`config.mk`:
```
export PLATFORM = sky130hd
export DESIGN_NAME = btc_timer
export DESIGN_NICKNAME = d
export VERILOG_FILES = /design/src/btc_pkg.sv /design/src/btc_timer.sv
export SDC_FILE = /design/constraint.sdc
export NUM_CORES = 1
export LEC_CHECK = 0
export ABC_CLOCK_PERIOD_IN_PS = 5400
export CAP_MARGIN = 20
export CORE_UTILIZATION = 67
export DETAILED_ROUTE_END_ITERATION = 6
export DONT_BUFFER_PORTS = 1
export GPL_ROUTABILITY_DRIVEN = 0
export PLACE_DENSITY_LB_ADDON = 0.15
export SETUP_SLACK_MARGIN = 0.02
export SYNTH_ARGS = -nofsm -noshare
export SYNTH_HDL_FRONTEND = slang
export SYNTH_SLANG_ARGS = --single-unit
```
`constraint.sdc`:
```
create_clock -name core_clk_i -period 5.4 [get_ports core_clk_i]
set_clock_uncertainty 0.05 [all_clocks]
set_input_delay 0.54 -clock core_clk_i [delete_from_list [all_inputs] [get_ports core_clk_i]]
set_output_delay 0.54 -clock core_clk_i [all_outputs]
set_load 0.005 [all_outputs]
```
`src/btc_pkg.sv`:
```
// constants shared by the timer control block
package btc_pkg;

    // ------------------------------------------------------------
    // register map
    // ------------------------------------------------------------
    localparam int unsigned     ADDR_W          = 4;
    localparam int unsigned     DATA_W          = 16;
    localparam logic [3:0]      CTRL_OFS        = 4'h0;
    localparam logic [3:0]      COUNT_OFS       = 4'h4;

    // ------------------------------------------------------------
    // control field positions
    // ------------------------------------------------------------
    localparam int unsigned     RUN_BIT         = 15;
    localparam int unsigned     IDLE_HALT_BIT   = 13;
    localparam int unsigned     GATE_BIT        = 6;
    localparam int unsigned     PRESC_HI_BIT    = 5;
    localparam int unsigned     PRESC_LO_BIT    = 4;
    localparam int unsigned     SYNC_BIT        = 2;
    localparam int unsigned     SRC_BIT         = 1;

    // writable bits; the rest read as zero
    localparam logic [15:0]     CTRL_WMASK      = 16'hA076;
    localparam logic [15:0]     CTRL_RESET      = 16'h0000;
    localparam logic [15:0]     COUNT_RESET     = 16'h0000;

    // ------------------------------------------------------------
    // prescaler terminal counts (divide minus one)
    // ------------------------------------------------------------
    localparam logic [7:0]      DIV1_M1         = 8'h00;
    localparam logic [7:0]      DIV8_M1         = 8'h07;
    localparam logic [7:0]      DIV64_M1        = 8'h3F;
    localparam logic [7:0]      DIV256_M1       = 8'hFF;
    localparam logic [7:0]      PRESC_RESET     = 8'h00;

    // prescale select codes
    typedef enum logic [1:0] {
        BTC_PS_1   = 2'b00,
        BTC_PS_8   = 2'b01,
        BTC_PS_64  = 2'b10,
        BTC_PS_256 = 2'b11
    } btc_presc_e;

endpackage : btc_pkg

```
`src/btc_timer.sv`:
```
// 16-bit general purpose timer with its control register
//
// Operation
// - idle-halt bit stops timer during idle mode
// - external source ignores the gate enable
// - gated mode counts only while gate active
// - prescale field divides by 1, 8, 64, 256
module btc_timer
    import btc_pkg::*;
#(
    parameter int unsigned CNT_W = 16          // counter width
) (
    input  wire logic              core_clk_i,   // peripheral clock
    input  wire logic              reset_n_i,    // async reset, low
    input  wire logic [ADDR_W-1:0] addr_i,       // register address
    input  wire logic [DATA_W-1:0] wr_data_i,    // write data
    input  wire logic              wr_strobe_i,  // write strobe
    input  wire logic              rd_strobe_i,  // read strobe
    input  wire logic              idle_mode_i,  // device in idle mode
    input  wire logic              gate_i,       // gate input, high
    input  wire logic              ext_pin_i,    // external count pin
    output logic [DATA_W-1:0]      rd_data_o,    // read data, next cycle
    output logic [CNT_W-1:0]       count_o,      // current count
    output logic                   tick_o        // count advanced pulse
);

    // ------------------------------------------------------------
    // declarations
    // ------------------------------------------------------------
    logic [15:0]        ctrl_r;         // control register
    logic [15:0]        ctrl_nxt;       // its next value
    logic [DATA_W-1:0]  rd_data_r;      // read data holding
    logic [DATA_W-1:0]  rd_data_nxt;    // its next value
    logic               pin_s1_r;       // synchroniser stage one
    logic               pin_s2_r;       // synchroniser stage two
    logic               pin_s3_r;       // delayed synced level
    logic               pin_raw_r;      // delayed raw level
    logic               pin_s1_nxt;     // next stage one
    logic               pin_s2_nxt;     // next stage two
    logic               pin_s3_nxt;     // next delayed synced
    logic               pin_raw_nxt;    // next delayed raw
    logic [7:0]         presc_r;        // prescaler count
    logic [7:0]         presc_nxt;      // its next value
    logic [CNT_W-1:0]   count_r;        // timer count
    logic [CNT_W-1:0]   count_nxt;      // its next value
    logic               tick_r;         // advance pulse
    logic               tick_nxt;       // its next value

    // decoded control fields
    logic               run;            // count run control
    logic               idle_halt;      // idle halt select
    logic               gate_en;        // gate accumulate enable
    btc_presc_e         presc_sel;      // input prescale select
    logic               sync_sel;       // ext clock sync select
    logic               src_ext;        // clock source select
    logic [7:0]         div_m1;         // prescaler terminal
    logic               gate_eff;       // gate honoured
    logic               halted;         // stopped by idle mode
    logic               ext_edge;       // rising edge on pin
    logic               in_pulse;       // one input clock
    logic               wrap;           // prescaler rolls over
    logic               ctrl_wr;        // control write this cycle

    // ------------------------------------------------------------
    // field decode
    // ------------------------------------------------------------
    assign run       = ctrl_r[RUN_BIT];
    assign idle_halt = ctrl_r[IDLE_HALT_BIT];
    assign gate_en   = ctrl_r[GATE_BIT];
    assign presc_sel = btc_presc_e'(ctrl_r[PRESC_HI_BIT:PRESC_LO_BIT]);
    assign sync_sel  = ctrl_r[SYNC_BIT];
    assign src_ext   = ctrl_r[SRC_BIT];
    assign ctrl_wr   = wr_strobe_i && (addr_i == CTRL_OFS);

    // ------------------------------------------------------------
    // register bus
    // ------------------------------------------------------------
    // writes take effect at the strobe edge; unmapped reads give zero
    always_comb begin
        ctrl_nxt    = ctrl_r;
        rd_data_nxt = '0;
        if (ctrl_wr) begin
            ctrl_nxt = wr_data_i & CTRL_WMASK;
        end
        if (rd_strobe_i) begin
            unique case (addr_i)
                CTRL_OFS: begin
                    rd_data_nxt = ctrl_r;
                end
                COUNT_OFS: begin
                    rd_data_nxt = DATA_W'(count_r);
                end
                default: begin
                    rd_data_nxt = '0;
                end
            endcase
        end
    end

    always_ff @(posedge core_clk_i or negedge reset_n_i) begin
        if (!reset_n_i) begin
            ctrl_r    <= CTRL_RESET;
            rd_data_r <= '0;
        end else begin
            ctrl_r    <= ctrl_nxt;
            rd_data_r <= rd_data_nxt;
        end
    end

    // ------------------------------------------------------------
    // external pin capture
    // ------------------------------------------------------------
    // the synchronised path costs two cycles of latency but is safe
    // for a pin that moves freely; the raw path is quicker and
    // counts on the pin meeting setup to the clock
    always_comb begin
        pin_s1_nxt  = ext_pin_i;
        pin_s2_nxt  = pin_s1_r;
        pin_s3_nxt  = pin_s2_r;
        pin_raw_nxt = ext_pin_i;
    end

    always_ff @(posedge core_clk_i or negedge reset_n_i) begin
        if (!reset_n_i) begin
            pin_s1_r  <= 1'b0;
            pin_s2_r  <= 1'b0;
            pin_s3_r  <= 1'b0;
            pin_raw_r <= 1'b0;
        end else begin
            pin_s1_r  <= pin_s1_nxt;
            pin_s2_r  <= pin_s2_nxt;
            pin_s3_r  <= pin_s3_nxt;
            pin_raw_r <= pin_raw_nxt;
        end
    end

    // rising edge detect on the chosen path
    assign ext_edge = sync_sel ? (pin_s2_r && !pin_s3_r)
                               : (ext_pin_i && !pin_raw_r);

    // ------------------------------------------------------------
    // input clock selection and gating
    // ------------------------------------------------------------
    assign gate_eff = gate_en && !src_ext;
    assign halted   = idle_halt && idle_mode_i;

    // one input clock per peripheral cycle, per pin edge, or per
    // peripheral cycle while the gate is high
    always_comb begin
        if (src_ext) begin
            in_pulse = ext_edge;
        end else if (gate_eff) begin
            in_pulse = gate_i;
        end else begin
            in_pulse = 1'b1;
        end
    end

    // ------------------------------------------------------------
    // prescaler
    // ------------------------------------------------------------
    always_comb begin
        unique case (presc_sel)
            BTC_PS_1: begin
                div_m1 = DIV1_M1;
            end
            BTC_PS_8: begin
                div_m1 = DIV8_M1;
            end
            BTC_PS_64: begin
                div_m1 = DIV64_M1;
            end
            BTC_PS_256: begin
                div_m1 = DIV256_M1;
            end
        endcase
    end

    assign wrap = run && !halted && in_pulse && (presc_r >= div_m1);

    // cleared while stopped and on every control write, so a new
    // ratio always starts from a clean phase
    always_comb begin
        presc_nxt = presc_r;
        if (!run || ctrl_wr) begin
            presc_nxt = PRESC_RESET;
        end else if (halted || !in_pulse) begin
            presc_nxt = presc_r;
        end else if (wrap) begin
            presc_nxt = PRESC_RESET;
        end else begin
            presc_nxt = presc_r + 8'h01;
        end
    end

    always_ff @(posedge core_clk_i or negedge reset_n_i) begin
        if (!reset_n_i) begin
            presc_r <= PRESC_RESET;
        end else begin
            presc_r <= presc_nxt;
        end
    end

    // ------------------------------------------------------------
    // counter
    // ------------------------------------------------------------
    // the count wraps at its full width; no period match here
    always_comb begin
        count_nxt = count_r;
        tick_nxt  = 1'b0;
        if (wrap) begin
            count_nxt = count_r + CNT_W'(1);
            tick_nxt  = 1'b1;
        end
    end

    always_ff @(posedge core_clk_i or negedge reset_n_i) begin
        if (!reset_n_i) begin
            count_r <= CNT_W'(COUNT_RESET);
            tick_r  <= 1'b0;
        end else begin
            count_r <= count_nxt;
            tick_r  <= tick_nxt;
        end
    end

    // ------------------------------------------------------------
    // outputs
    // ------------------------------------------------------------
    assign rd_data_o = rd_data_r;
    assign count_o   = count_r;
    assign tick_o    = tick_r;

    // ------------------------------------------------------------
    // checks
    // ------------------------------------------------------------
    // properties sample on the rising edge and sleep while in reset
    chk_idle_halt_hold: assert property (
        @(posedge core_clk_i) disable iff (!reset_n_i)
        (idle_halt && idle_mode_i) |=> $stable(count_r))
        else $error("count moved while halted in idle");

    chk_idle_runs_on: assert property (
        @(posedge core_clk_i) disable iff (!reset_n_i)
        (run && !idle_halt && idle_mode_i && !src_ext && !gate_en
         && presc_sel == BTC_PS_1)
        |=> count_r == $past(count_r) + CNT_W'(1))
        else $error("count stalled in idle without halt");

    chk_ext_no_gate: assert property (
        @(posedge core_clk_i) disable iff (!reset_n_i)
        (run && !halted && src_ext && ext_edge && !gate_i
         && presc_sel == BTC_PS_1)
        |=> count_r == $past(count_r) + CNT_W'(1))
        else $error("external edge lost to gate");

    chk_gate_block: assert property (
        @(posedge core_clk_i) disable iff (!reset_n_i)
        (!src_ext && gate_en && !gate_i) |=> $stable(count_r))
        else $error("gated timer advanced with gate low");

    chk_presc_bound: assert property (
        @(posedge core_clk_i) disable iff (!reset_n_i)
        (run && !ctrl_wr && presc_sel == BTC_PS_8 && !src_ext
         && !gate_en && !halted && presc_r == DIV1_M1)
        ##1 (run && !ctrl_wr && !halted) [*7]
        |-> ##1 count_r == $past(count_r, 8) + CNT_W'(1))
        else $error("divide by eight ratio wrong");

    chk_presc_range: assert property (
        @(posedge core_clk_i) disable iff (!reset_n_i)
        presc_r <= div_m1)
        else $error("prescaler past its terminal");

    chk_run_freeze: assert property (
        @(posedge core_clk_i) disable iff (!reset_n_i)
        !run |=> $stable(count_r) && !tick_o)
        else $error("count moved while stopped");

    chk_read_latency: assert property (
        @(posedge core_clk_i) disable iff (!reset_n_i)
        (rd_strobe_i && addr_i == CTRL_OFS)
        |=> rd_data_o == $past(ctrl_r))
        else $error("control read data wrong");

    chk_gate_pass: assert property (
        @(posedge core_clk_i) disable iff (!reset_n_i)
        (run && !halted && !src_ext && gate_en && gate_i
         && presc_sel == BTC_PS_1)
        |=> count_r == $past(count_r) + CNT_W'(1))
        else $error("gated timer missed a gate-high cycle");

    // every advance shows as one tick beside a single step of count
    chk_tick_count: assert property (
        @(posedge core_clk_i) disable iff (!reset_n_i)
        wrap |=> tick_o && count_r == $past(count_r) + CNT_W'(1))
        else $error("tick or count missed an advance");

    // read data must fall back to zero so a stale word is not mistaken
    // for a fresh answer
    chk_read_idle_zero: assert property (
        @(posedge core_clk_i) disable iff (!reset_n_i)
        !rd_strobe_i |=> rd_data_o == '0)
        else $error("read data held past its cycle");

endmodule : btc_timer

```
Word-level counts from Yosys, hierarchy flattened:

Index checks and enable logic that the tools add are counted.

* bits of input ports: 27
* logic and storage cells: 44
* flip-flop bits (word level): 51

* magnitude comparators: 1
* muxes and demuxes: 10
* equal/unequal tests: 5
* $add $sub $neg: 2
* reductions and logical operators: 18

Operators with widths (count)
* case mux 16 bit (2 select lines): 1
* case mux 8 bit (4 select lines): 1
* two-way mux 8 bit: 3
* adder 16 x 1 -> 16 bit (second input constant): 1
* two-way mux 16 bit: 1
* adder 8 x 1 -> 8 bit (second input constant): 1
* greater-or-equal comparator 8 bit: 1
* logical AND 1 bit: 8
* zero test 1 bit: 6
* == test 2 bit (second input constant): 2
* == test 4 x 3 -> 1 bit (second input constant): 1
* zero test 4 bit: 1
* two-way mux 1 bit: 4
* == test 2 x 1 -> 1 bit (second input constant): 1
* zero test 2 bit: 1
* logical OR 1 bit: 2
* inequality test 2 bit (second input constant): 1

Logic depth before layout (Yosys ltp):

Gate-level depths: netlist (run 1).

* depth in word-level cells: 9
* mapped depth: 8

Worst setup path before layout (run 1):

No wires, ideal clock.

* path kind: register to register
* from: register ctrl_r[5]
* to: register count_r[2], in the netlist count_o[2]
* data arrival time: 2.032 ns
* stages on the path, launching flop included: 9
* slack: 3.186 ns
* data required time: 5.218 ns
* cells stage by stage: dfrtp_1 > inv_1 > ha_1 > and4_1 > a221o_1 > a211oi_4 > buf_6 > nor3_1 > xor2_1

* cells in the longest elaborated chain, start to end: 4
* elaborated cells on any way between the ends: 7

Ends and longest elaborated chain
* start: declaration: line btc_timer.sv:30 `logic [15:0] ctrl_r;`
* start signal: assignment: line btc_timer.sv:105 `ctrl_r <= ctrl_nxt;`
* == test 2 bit (tied with other cells): line btc_timer.sv:163 `unique case (presc_sel)`
* case mux 8 bit (4 select lines) *: line btc_timer.sv:163
* greater-or-equal comparator 8 bit *: line btc_timer.sv:179 `assign wrap = run && !halted && in_pulse && (presc_r >= div_m1);`
* logical AND 1 bit *: line btc_timer.sv:179
* end signal: assignment: line btc_timer.sv:219 `count_r <= CNT_W'(COUNT_RESET);`
* end signal: assignment: line btc_timer.sv:222 `count_r <= count_nxt;`
* end: declaration: line btc_timer.sv:44 `logic [CNT_W-1:0] count_r;`

Every way passes the cells marked *; elsewhere a longest branch is shown, timed or not.
A chain may end at the register's enable or synchronous reset.

Final worst setup path (run 1):

* from: register ctrl_r[5]
* to: register presc_r[4]

* cells in the longest elaborated chain, start to end: 7
* elaborated cells on any way between the ends: 10

Ends and longest elaborated chain
* == test 2 bit (tied with other cells): line btc_timer.sv:163
* case mux 8 bit (4 select lines) *: line btc_timer.sv:163
* greater-or-equal comparator 8 bit *: line btc_timer.sv:179
* logical AND 1 bit *: line btc_timer.sv:179
* two-way mux 8 bit *: line btc_timer.sv:189 `end else if (wrap) begin`
* two-way mux 8 bit *: line btc_timer.sv:187 `end else if (halted || !in_pulse) begin`
* two-way mux 8 bit *: line btc_timer.sv:185 `if (!run || ctrl_wr) begin`
* end signal: assignment: line btc_timer.sv:200 `presc_r <= presc_nxt;`
* end: declaration: line btc_timer.sv:42 `logic [7:0] presc_r;`

Every way passes the cells marked *; elsewhere a longest branch is shown, timed or not. The select of a mux whose other input is x is not followed.

==> results of run 1 <==
[per-layer routing]
layer,vias up,share of wire [%]
li1,789,-
met1,882,39
met2,90,52
met3,20,5.9
met4,0,3.1
met5,-,0
[how the worst max path moves through the flow]
| stage | slack [ns] | startpoint | to | cells past startpoint |
|---|---|---|---|---|
| 2_1_floorplan | 3.19 | ctrl_r[5]$_DFFE_PN0P_ | count_o[2]$_DFFE_PN0P_ | 8 |
| 3_3_place_gp | 2.50 | ctrl_r[5]$_DFFE_PN0P_ | count_o[1]$_DFFE_PN0P_ | 7 |
| 3_5_place_dp | 2.44 | ctrl_r[5]$_DFFE_PN0P_ | count_o[1]$_DFFE_PN0P_ | 7 |
| 4_1_cts | 2.41 | ctrl_r[5]$_DFFE_PN0P_ | count_o[1]$_DFFE_PN0P_ | 7 |
| 5_1_grt | 2.52 | ctrl_r[5]$_DFFE_PN0P_ | presc_r[4]$_DFFE_PN0P_ | 8 |
| 6_report | 2.66 | ctrl_r[5]$_DFFE_PN0P_ | presc_r[4]$_DFFE_PN0P_ | 8 |
[cell type report]
type,count,share of cell area [%]
inverters,3,0.441
flip-flops and latches,51,49.9
clock buffers,6,1.62
well taps,46,2.25
repair buffers,4,2.35
clock inverters,1,1.17
multi-input cells,154,42.2
[power groups by stage]
stage | sequential, mW | clock [mW] | combinational, mW
2_1_floorplan | 0.438 | 0 | 0.102
3_3_place_gp | 0.448 | 0 | 0.102
3_5_place_dp | 0.451 | 0 | 0.112
4_1_cts | 0.443 | 0.209 | 0.123
5_1_grt | 0.448 | 0.228 | 0.139
6_report | 0.444 | 0.209 | 0.126
[through the flow]
step	instances	util, %	hold slack, ns	worst slack (ns)
6_report	265	75.4	0.134	2.66
2_1_floorplan	216	-	0.194	3.19
3_5_place_dp	254	71.5	0.195	2.44
5_1_grt	265	75.4	0.0991	2.52
4_1_cts	263	74.8	0.130	2.41
3_3_place_gp	254	71.5	0.195	2.50
[layout by cell type (no fill, tap or decap), types with 8 or more instances in the layout]
| cell | instances |
|---|---|
| dfrtp_1 | 51 |
| nand2_1 | 23 |
| nand3_1 | 17 |
| xor2_1 | 14 |
| nor2_1 | 12 |
| and3_1 | 10 |
| ha_1 | 8 |
[flip-flops by register name, indices dropped and copies added, names as in the netlist]
name       count
count_o       16
rd_data_o     16
presc_r        8
ctrl_r         7
pin_raw_r      1
pin_s2_r       1
pin_s3_r       1
tick_o         1
[cells by family after synthesis]
kind of cell | count (synthesis) | share of synthesized area (%)
buf+inv | 11 | 2.85
xor+xnor | 16 | 5.79
mux | 7 | 3.26
fa+ha+maj | 8 | 4.14
flops | 51 | 52.8
simple gates | 101 | 24.0
compound gates | 22 | 7.19
[what timing repair did]
item | CTS | global route
hold endpoints to repair | 51 | 0
setup buffers | 0 | 0
hold buffers | 2 | 0
resized for setup | 0 | 0
setup endpoints to repair | 0 | 0
==> flow_metrics.tcl, run 1 <==
set metrics [dict create \
    p_seq_share_pct 57.0 \
    grt_use_met1_pct 37.3 \
    fin_area_um2 2560 \
    busiest_layer "met2" \
    cp_top_family "compound AO/OA/AOI/OAI gates" \
    synthTopCellsByArea "dfrtp_1 53%, xor2_1 5.1%, ha_1 4.1%" \
    status "finished, final reports clean" \
    track_usage_pct 29.8 \
    start_util_pct 71.4 \
    synth_nets 251 \
    diodes 0 \
    cp_num_buf_inv 2 \
    worstPathRequired_ns 5.64 \
    crit_path_cell_trace "inv_1, ha_1, and4_1, a221o_1, a211oi_4, buf_8, nand3_1, a31oi_1" \
    synth_area_leader_cell "dfrtp_1" \
    crit_type "register to register" \
    worst_setup_path_start_kind "register" \
    fp.dieH_um 62.1 \
    antenna_found_initial 0 \
    drive_gt1_share_pct 11.4 \
    ys_seq_area_share_pct 52.8 \
    fp.dieW_um 62.1 \
    htree_num_levels 2 \
    grt_pass1_wl_mm 8.00 \
    slew_violations 0 \
    p_leak_nw 1.06 \
    grt_overflow 0 \
    hp-class "primary input to register" \
    hold_end "pin_raw_r$_DFF_PN0_" \
    finalPower_uw 778 \
    regArea_um2 1280 \
    wl_per_cell_um 19.6 \
    boundaryPins 60 \
    grt_max_degree 52 \
    nets 254 \
    finalHoldViolCount 0 \
    p_switching_uw 230 \
    io_buffers 0 \
    cts_made_buffers 5 \
    core_um2 3390 \
    drt_first_pass_iters 4 \
    share_comb_of_total_power_pct 16.1 \
    synth-edff-count 0 \
    min-delay-start "ext_pin_i" \
    min_path_cells 0 \
    num_vias 1781 \
    async_reset_ff_share_pct 100 \
    rsz0062_at_grt "false" \
    reg2reg_from "ctrl_r[5]$_DFFE_PN0P_" \
    routed_wl_mm 5.20 \
    slowest_delay_ns 0.58 \
    syn2layout_area_growth_pct 5.69 \
    clock.fmax_ghz 0.365 \
    endpoint_kind "register" \
    cell_internal_pwr_uw 548 \
    synth_commonest_cells "51 x dfrtp_1, 23 x nand2_1, 17 x nand3_1" \
    cellPowerDensity_nw_per_um2 304 \
    drtIter0Drc 98 \
    critPathMaxFanout 15 \
    syn_inst 216 \
    worstMarginPinSlew_ns 0.900 \
    cts_max_path_buffers 2 \
    slowest_stage "a211oi_4" \
    globalRouteMet2Util_pct 48.9 \
    via_per_inst 6.72 \
    ys_seq_elements 51 \
    r2r_slack_ns 2.66 \
    ant_nets 0 \
    yosysWarnings 0 \
    root_buffer "clkbuf_4" \
    rows 21 \
    r2r_cells 8 \
    cts_sinks 51 \
    setup-violations-final 0 \
    die_area_um2 3850 \
    clkTransAtPathRegs_ns 0.13 \
    avgSynthCellArea_um2 11.2 \
    swShare_pct 29.5 \
    hpwl_mm 3.56 \
    grt_pass1_vias 1667 \
    synth_flop_cell "dfrtp_1" \
    power_frac_clock_pct 26.8 \
    cts_tree "built" \
    reg2reg_to "presc_r[4]$_DFFE_PN0P_" \
    setup-tns-final_ns 0 \
    period_minus_slack_ns 2.74 \
    yosys.cell_count.top_type "dfrtp_1" \
    grt.met3_usage_pct 7.25 \
    cap_viol_max_count 0 \
    syn_area_um2 2420 \
    arrival_ns 2.98 \
    multiInputGateArea_um2 1080 \
    clock_latency_ns 0.37 \
    yosysTopAreaCellShare_pct 52.8 \
    nFillCells 208 \
    fin_crit_sh_pct 50.7 \
    yosysUniqueCellTypes 35 \
    peakVddDrop_v 0.000257 \
    placed_cell_area_um2 2420 \
    slew_headroom_pct 40.0 \
    drcViolationCount 0 \
]
(Power assumes the default switching activity.)
==> run 2, diff against run 1 <==
--- a/config.mk
+++ b/config.mk
@@ -5,9 +5,9 @@
 export SDC_FILE = /design/constraint.sdc
 export NUM_CORES = 1
 export LEC_CHECK = 0
-export ABC_CLOCK_PERIOD_IN_PS = 5400
+export ABC_CLOCK_PERIOD_IN_PS = 2400
 export CAP_MARGIN = 20
-export CORE_UTILIZATION = 67
+export CORE_UTILIZATION = 56
 export DETAILED_ROUTE_END_ITERATION = 6
 export DONT_BUFFER_PORTS = 1
 export GPL_ROUTABILITY_DRIVEN = 0
==> constraint.sdc (replaced) <==
create_clock -name core_clk_i -period 2.4 [get_ports core_clk_i]
set_clock_uncertainty 0.05 [all_clocks]
set_input_delay 0.24 -clock core_clk_i [delete_from_list [all_inputs] [get_ports core_clk_i]]
set_output_delay 0.24 -clock core_clk_i [all_outputs]
set_load 0.005 [all_outputs]
==> run 2 against run 1 <==
Die area up 19%. Global-route usage is 5.2 points lower. Cell count increased by 5.7%. Non-clock buffer count up 11. Via count fell by 0.56%. Sequential share of layout area fell by 3.6 points. Register-to-register slack got worse by 2.5 ns. Power grew 150%. Critical path depth unchanged. Combinational power rose to 2.8 times the previous value. Sequential power grew 130%. Routed wire length is 0.13% lower. Critical path type unchanged. Critical endpoint is now count_o[15]$_DFFE_PN0P_. Largest cell class unchanged.
==> flow_metrics.tcl, run 2 (synthesized netlist as in run 1, its figures left out) <==
set metrics [dict create \
    drive_gt1_share_pct 19.1 \
    r2r_cells 8 \
    htree_num_levels 2 \
    cts_max_path_buffers 2 \
    via_per_inst 6.33 \
    grt_max_degree 52 \
    p_leak_nw 1.14 \
    dpl_worst_slack_ns 0.0241 \
    instances_no_fill 280 \
    ant_nets 0 \
    share_comb_of_total_power_pct 18.5 \
    worst_slack_ns 0.123 \
    slew_headroom_pct 64.5 \
    rows 23 \
    p_switching_uw 555 \
    routed_wl_mm 5.19 \
    cellPowerDensity_nw_per_um2 700 \
    hp-class "primary input to register" \
    rsz0062_at_grt "false" \
    reg2reg_from "ctrl_r[5]$_DFFE_PN0P_" \
    num_vias 1771 \
    arrival_ns 2.39 \
    diodes 0 \
    hold_end "rd_data_o[5]$_DFF_PN0_" \
    start_util_pct 59.2 \
    peakVddDrop_v 0.000514 \
    grt_pass1_wl_mm 8.11 \
    layout_commonest_cell "dfrtp_1" \
    min-delay-start "rd_strobe_i" \
    track_usage_pct 24.6 \
    swShare_pct 28.7 \
    worst_setup_path_start_kind "register" \
    placed_cell_area_um2 2490 \
    crit_type "register to register" \
    drt_first_pass_iters 4 \
    status "finished, final reports clean" \
    finalHoldViolCount 0 \
    cts_tree "built" \
    nets 265 \
    clock_latency_ns 0.30 \
    slew_violations 0 \
    boundaryPins 60 \
    dpl.cell_count 266 \
    final_cell_mix "49 x dfrtp_1, 22 x nand2_1, 17 x nand3_1" \
    die_area_um2 4590 \
    worstPathRequired_ns 2.52 \
    period_minus_slack_ns 2.28 \
    clkTransAtPathRegs_ns 0.09 \
    drcViolationCount 0 \
    fp.dieH_um 67.7 \
    fin_area_um2 2760 \
    root_buffer "clkbuf_8" \
    hpwl_mm 3.52 \
    r2r_slack_ns 0.12 \
    grt_overflow 0 \
    p_seq_share_pct 52.0 \
    reg2reg_to "count_o[15]$_DFFE_PN0P_" \
    endpoint_kind "register" \
    cell_internal_pwr_mw 1.38 \
    syn2layout_area_growth_pct 14.2 \
    setup-violations-final 0 \
    setup-tns-final_ns 0 \
    finalPower_mw 1.93 \
    cts_made_buffers 5 \
    power_frac_clock_pct 29.6 \
    antenna_found_initial 0 \
    core_um2 4090 \
    grt_pass1_vias 1681 \
    cts_sinks 51 \
    cap_viol_max_count 0 \
    fin_crit_sh_pct 94.9 \
    critPathMaxFanout 14 \
    worstMarginPinSlew_ns 0.532 \
    drtIter0Drc 129 \
    clock.fmax_ghz 0.439 \
    fp.dieW_um 67.7 \
    wl_per_cell_um 18.5 \
    min_path_cells 1 \
    io_buffers 0 \
]
-- run 2: cell count changes in the layout (fill, tap and decap cells not counted), moves of 2 or more --
cell / previous run / this run
dfrtp_1: 51 / 49
ha_1: 8 / 4
clkbuf_4: 6 / 0
clkbuf_8: 0 / 5
buf_6: 0 / 2
ha_4: 0 / 4
dfrtp_2: 0 / 2
buf_4: 0 / 9
-- run 2: power by group through the flow --
stage                     sequential (mW)  clock [mW]  combinational [mW]
final                                1.00       0.571               0.357
after global routing                 1.01       0.624               0.390
after CTS                           0.996       0.576               0.298
after detailed placement             1.01           0               0.272
after global placement               1.01           0               0.256
after floorplan                     0.986           0               0.230
-- run 2: worst max path at each step --
stage                           from                       to  slack (ns)
4_1_cts        ctrl_r[5]$_DFFE_PN0P_   presc_r[2]$_DFFE_PN0P_        0.02
3_5_place_dp   ctrl_r[4]$_DFFE_PN0P_   presc_r[2]$_DFFE_PN0P_        0.02
3_3_place_gp   ctrl_r[4]$_DFFE_PN0P_   presc_r[2]$_DFFE_PN0P_        0.14
5_1_grt        ctrl_r[5]$_DFFE_PN0P_   presc_r[2]$_DFFE_PN0P_        0.03
6_report       ctrl_r[5]$_DFFE_PN0P_  count_o[15]$_DFFE_PN0P_        0.12
2_1_floorplan  ctrl_r[5]$_DFFE_PN0P_   count_o[2]$_DFFE_PN0P_        0.19
-- run 2: routing by layer --
| layer | share of wire (%) | track usage, % | vias up |
|---|---|---|---|
| li1 | - | - | 812 |
| met1 | 43 | 32.6 | 878 |
| met2 | 48 | 38.7 | 74 |
| met3 | 7.0 | 6.25 | 7 |
| met4 | 1.1 | 8.78 | 0 |
| met5 | 0 | 0 | - |
-- run 2: area by class of cell --
type,count,area (µm²)
clock inverter,1,30.0
clock buffer,6,72.6
timing repair buffer,15,158
fill,310,1330
inverter,3,13.8
tap,50,62.6
sequential,51,1280
multi-input combinational,154,1150
-- run 2: metrics by stage --
stage / hold WS [ns] / utilization, %
5_1_grt: 0.00924 / 67.6
6_report: 0.0283 / 67.6
3_5_place_dp: -0.105 / 60.9
2_1_floorplan: -0.106 / -
4_1_cts: 0.0252 / 64.6
3_3_place_gp: -0.105 / 60.9
-- run 2: what timing repair did --
action,CTS,global route
endpoints found under the setup margin,2,10
resized for setup,1,13
pin swaps,0,4
hold buffers,3,0
hold endpoints to repair,52,0
setup buffers,0,4
-- run 2: worst max-delay path: stages, from the launching register on --
cell and delay [ns]:
dfrtp_2 0.47, inv_4 0.10, ha_4 0.20, and4_4 0.18
a221o_1 0.35, a211oi_4 0.26, buf_4 0.25, nor4_1 0.11
xor2_1 0.17
==> run 3, diff against run 2 <==
--- a/config.mk
+++ b/config.mk
@@ -5,13 +5,16 @@
 export SDC_FILE = /design/constraint.sdc
 export NUM_CORES = 1
 export LEC_CHECK = 0
+export ABC_AREA = 1
 export ABC_CLOCK_PERIOD_IN_PS = 2400
 export CAP_MARGIN = 20
 export CORE_UTILIZATION = 56
 export DETAILED_ROUTE_END_ITERATION = 6
 export DONT_BUFFER_PORTS = 1
 export GPL_ROUTABILITY_DRIVEN = 0
+export MAX_ROUTING_LAYER = met4
 export PLACE_DENSITY_LB_ADDON = 0.15
+export RECOVER_POWER = 50
 export SETUP_SLACK_MARGIN = 0.02
 export SYNTH_ARGS = -nofsm -noshare
 export SYNTH_HDL_FRONTEND = slang
==> run 3 against run 2 <==
Critical path type unchanged. Hold slack worse by 0.013 ns. Register-to-register slack gained 0.23 ns. Critical path depth increased by 4. Routed wire length up 0.54%. Clock power rose by 8.1%. Global-route usage is 0.52 points lower. First-iteration DRC count fell by 31%. Critical endpoint is now count_o[10]$_DFFE_PN0P_. Power is 9.6% lower. Final area down 1.0%.
==> flow_metrics.tcl, run 3 <==
set metrics [dict create \
    status "finished, final reports clean" \
    final_cell_mix "77 x nand2_1, 51 x dfrtp_1, 36 x inv_1" \
    grt_overflow 0 \
    cp_num_buf_inv 1 \
    num_vias 1984 \
    routed_wl_mm 5.22 \
    track_usage_pct 24.1 \
    slew_headroom_pct 19.1 \
    grt_max_degree 52 \
    rsz0062_at_grt "false" \
    worstMarginPinSlew_ns 1.21 \
    slew_violations 0 \
    peakVddDrop_v 0.000459 \
    hp-class "primary input to register" \
    nets 344 \
    endpoint_kind "register" \
    start_util_pct 58.6 \
    syn_area_um2 2570 \
    synth-edff-count 0 \
    critPathMaxFanout 24 \
    hpwl_mm 3.81 \
    clock_latency_ns 0.30 \
    arrival_ns 2.18 \
    synth_nets 339 \
    crit_type "register to register" \
    drive_gt1_share_pct 6.13 \
    cts_tree "built" \
    period_minus_slack_ns 2.04 \
    via_per_inst 5.48 \
    dpl_worst_slack_ns 0.347 \
    wl_per_cell_um 14.4 \
    antenna_found_initial 0 \
    core_um2 4380 \
    worstPathRequired_ns 2.53 \
    drcViolationCount 0 \
    cts_setup_buffers 0 \
    ant_nets 0 \
    cap_viol_max_count 0 \
    dpl.cell_count 351 \
    root_buffer "clkbuf_8" \
    synth_area_leader_cell "dfrtp_1" \
    clock.fmax_ghz 0.489 \
    yosysTopAreaCellShare_pct 49.7 \
    synthTopCellsByArea "dfrtp_1 50%, nand2_1 11%, inv_1 5.3%" \
    ys_seq_area_share_pct 49.7 \
    yosys.cell_count.top_type "nand2_1" \
    crit_path_cell_trace "nor2_1, ha_1, a21oi_1, nand2_1, nand2_1, nand2_1, nand2_1, nand2_1, nand2_2, inv_2, nand2_1, o21ai_1" \
    synth_commonest_cells "76 x nand2_1, 51 x dfrtp_1, 36 x inv_1" \
    boundaryPins 60 \
    placed_cell_area_um2 2600 \
    syn_inst 304 \
    fin_crit_sh_pct 85.2 \
    grt_pass1_wl_mm 8.87 \
    worst_setup_path_start_kind "register" \
    layout_commonest_cell "nand2_1" \
    drt_first_pass_iters 4 \
    rows 24 \
    avgSynthCellArea_um2 8.45 \
    clkTransAtPathRegs_ns 0.09 \
    cellPowerDensity_nw_per_um2 640 \
    cts_sinks 51 \
    diodes 0 \
    worst_slack_ns 0.355 \
    syn2layout_area_growth_pct 6.43 \
    fp.dieW_um 69.7 \
    yosysWarnings 0 \
    slowest_delay_ns 0.42 \
    slowest_stage "dfrtp_1" \
    yosysUniqueCellTypes 25 \
    cp_top_family "simple AND/OR/NAND/NOR gates" \
    setup-violations-final 0 \
    fp.dieH_um 69.7 \
    synth_flop_cell "dfrtp_1" \
    finalHoldViolCount 0 \
    htree_num_levels 2 \
    grt_pass1_vias 1944 \
    setup-tns-final_ns 0 \
    instances_no_fill 362 \
    cp_common_cell "nand2_1" \
    r2r_slack_ns 0.36 \
    ys_seq_elements 51 \
    postLayoutCoreUtil_pct 62.3 \
    cts_made_buffers 5 \
    die_area_um2 4860 \
    p_leak_nw 1.39 \
    fin_area_um2 2730 \
    drtIter0Drc 89 \
    io_buffers 0 \
    async_reset_ff_share_pct 100 \
    cts_max_path_buffers 2 \
]
-- run 3: cell count changes after synthesis, sizes merged, moves of 8 or more --
| cell | change |
|---|---|
| a21oi | +9 |
| nand2 | +57 |
| and3 | -10 |
| o21ai | +16 |
| nor4 | -13 |
| nor2 | +8 |
| nor3 | +16 |
| inv | +36 |
-- run 3: repair_timing --
| action | in CTS | in global routing |
|---|---|---|
| resized for setup | 0 | 0 |
| endpoints found under the hold margin | 52 | 0 |
| hold buffers | 3 | 0 |
-- run 3: kinds of logic (layout without fill, tap and decap cells) --
group                    Yosys count  in the layout  share of synthesized area, %
buffers and inverters             46             52                          7.70
adder cells (fa/ha/maj)            8              8                          3.90
AND/OR/NAND/NOR                  152            152                          26.5
AO/OA/AOI/OAI                     29             29                          5.80
flip-flops                        51             51                          49.7
multiplexers                       3              3                          1.32
XOR/XNOR                          15             15                          5.12
-- run 3: layer usage --
| metal | routed length, µm | GRT usage [%] |
|---|---|---|
| met2 | 2750 | 40.6 |
| met3 | 215 | 4.51 |
| met1 | 2110 | 27.9 |
| met4 | 145 | 11.6 |
| met5 | 0 | - |
-- run 3: power breakdown --
part           internal (mW)  leakage [nW]  total (mW)  switching (mW)
Sequential             0.902         0.623       0.942          0.0399
Clock                  0.338        0.0612       0.617           0.280
Combinational         0.0627         0.708       0.188           0.126
Total                   1.30          1.39        1.75           0.446
-- run 3: cell type report --
class | count | area, µm²
Clock buffer | 6 | 82.6
Inverter | 39 | 146
Timing Repair Buffer | 5 | 36.3
Sequential cell | 51 | 1280
Multi-Input combinational cell | 207 | 1090
Fill cell | 389 | 1650
Tap cell | 52 | 65.1
Clock inverter | 2 | 35.0
-- run 3: path summary, 6_finish.rpt --
| check | from | end | cells after the start |
|---|---|---|---|
| max | ctrl_r[5]$_DFFE_PN0P_ | count_o[10]$_DFFE_PN0P_ | 12 |
| min | wr_data_i[4] | ctrl_r[4]$_DFFE_PN0P_ | 1 |
| max reg2reg | ctrl_r[5]$_DFFE_PN0P_ | count_o[10]$_DFFE_PN0P_ | 12 |
| min reg2reg | pin_raw_r$_DFF_PN0_ | pin_s2_r$_DFF_PN0_ | 0 |
| max in group asynchronous | reset_n_i | tick_o$_DFF_PN0_ | 2 |
| min in group asynchronous | reset_n_i | rd_data_o[12]$_DFF_PN0_ | 2 |
-- run 3: metrics by stage --
step	hold WS, ns	total power [mW]
floorplan	-0.106	1.10
global placement	-0.105	1.12
detailed placement	-0.105	1.13
CTS	0.0104	1.76
global route	0.00414	1.83
finish	0.0157	1.75
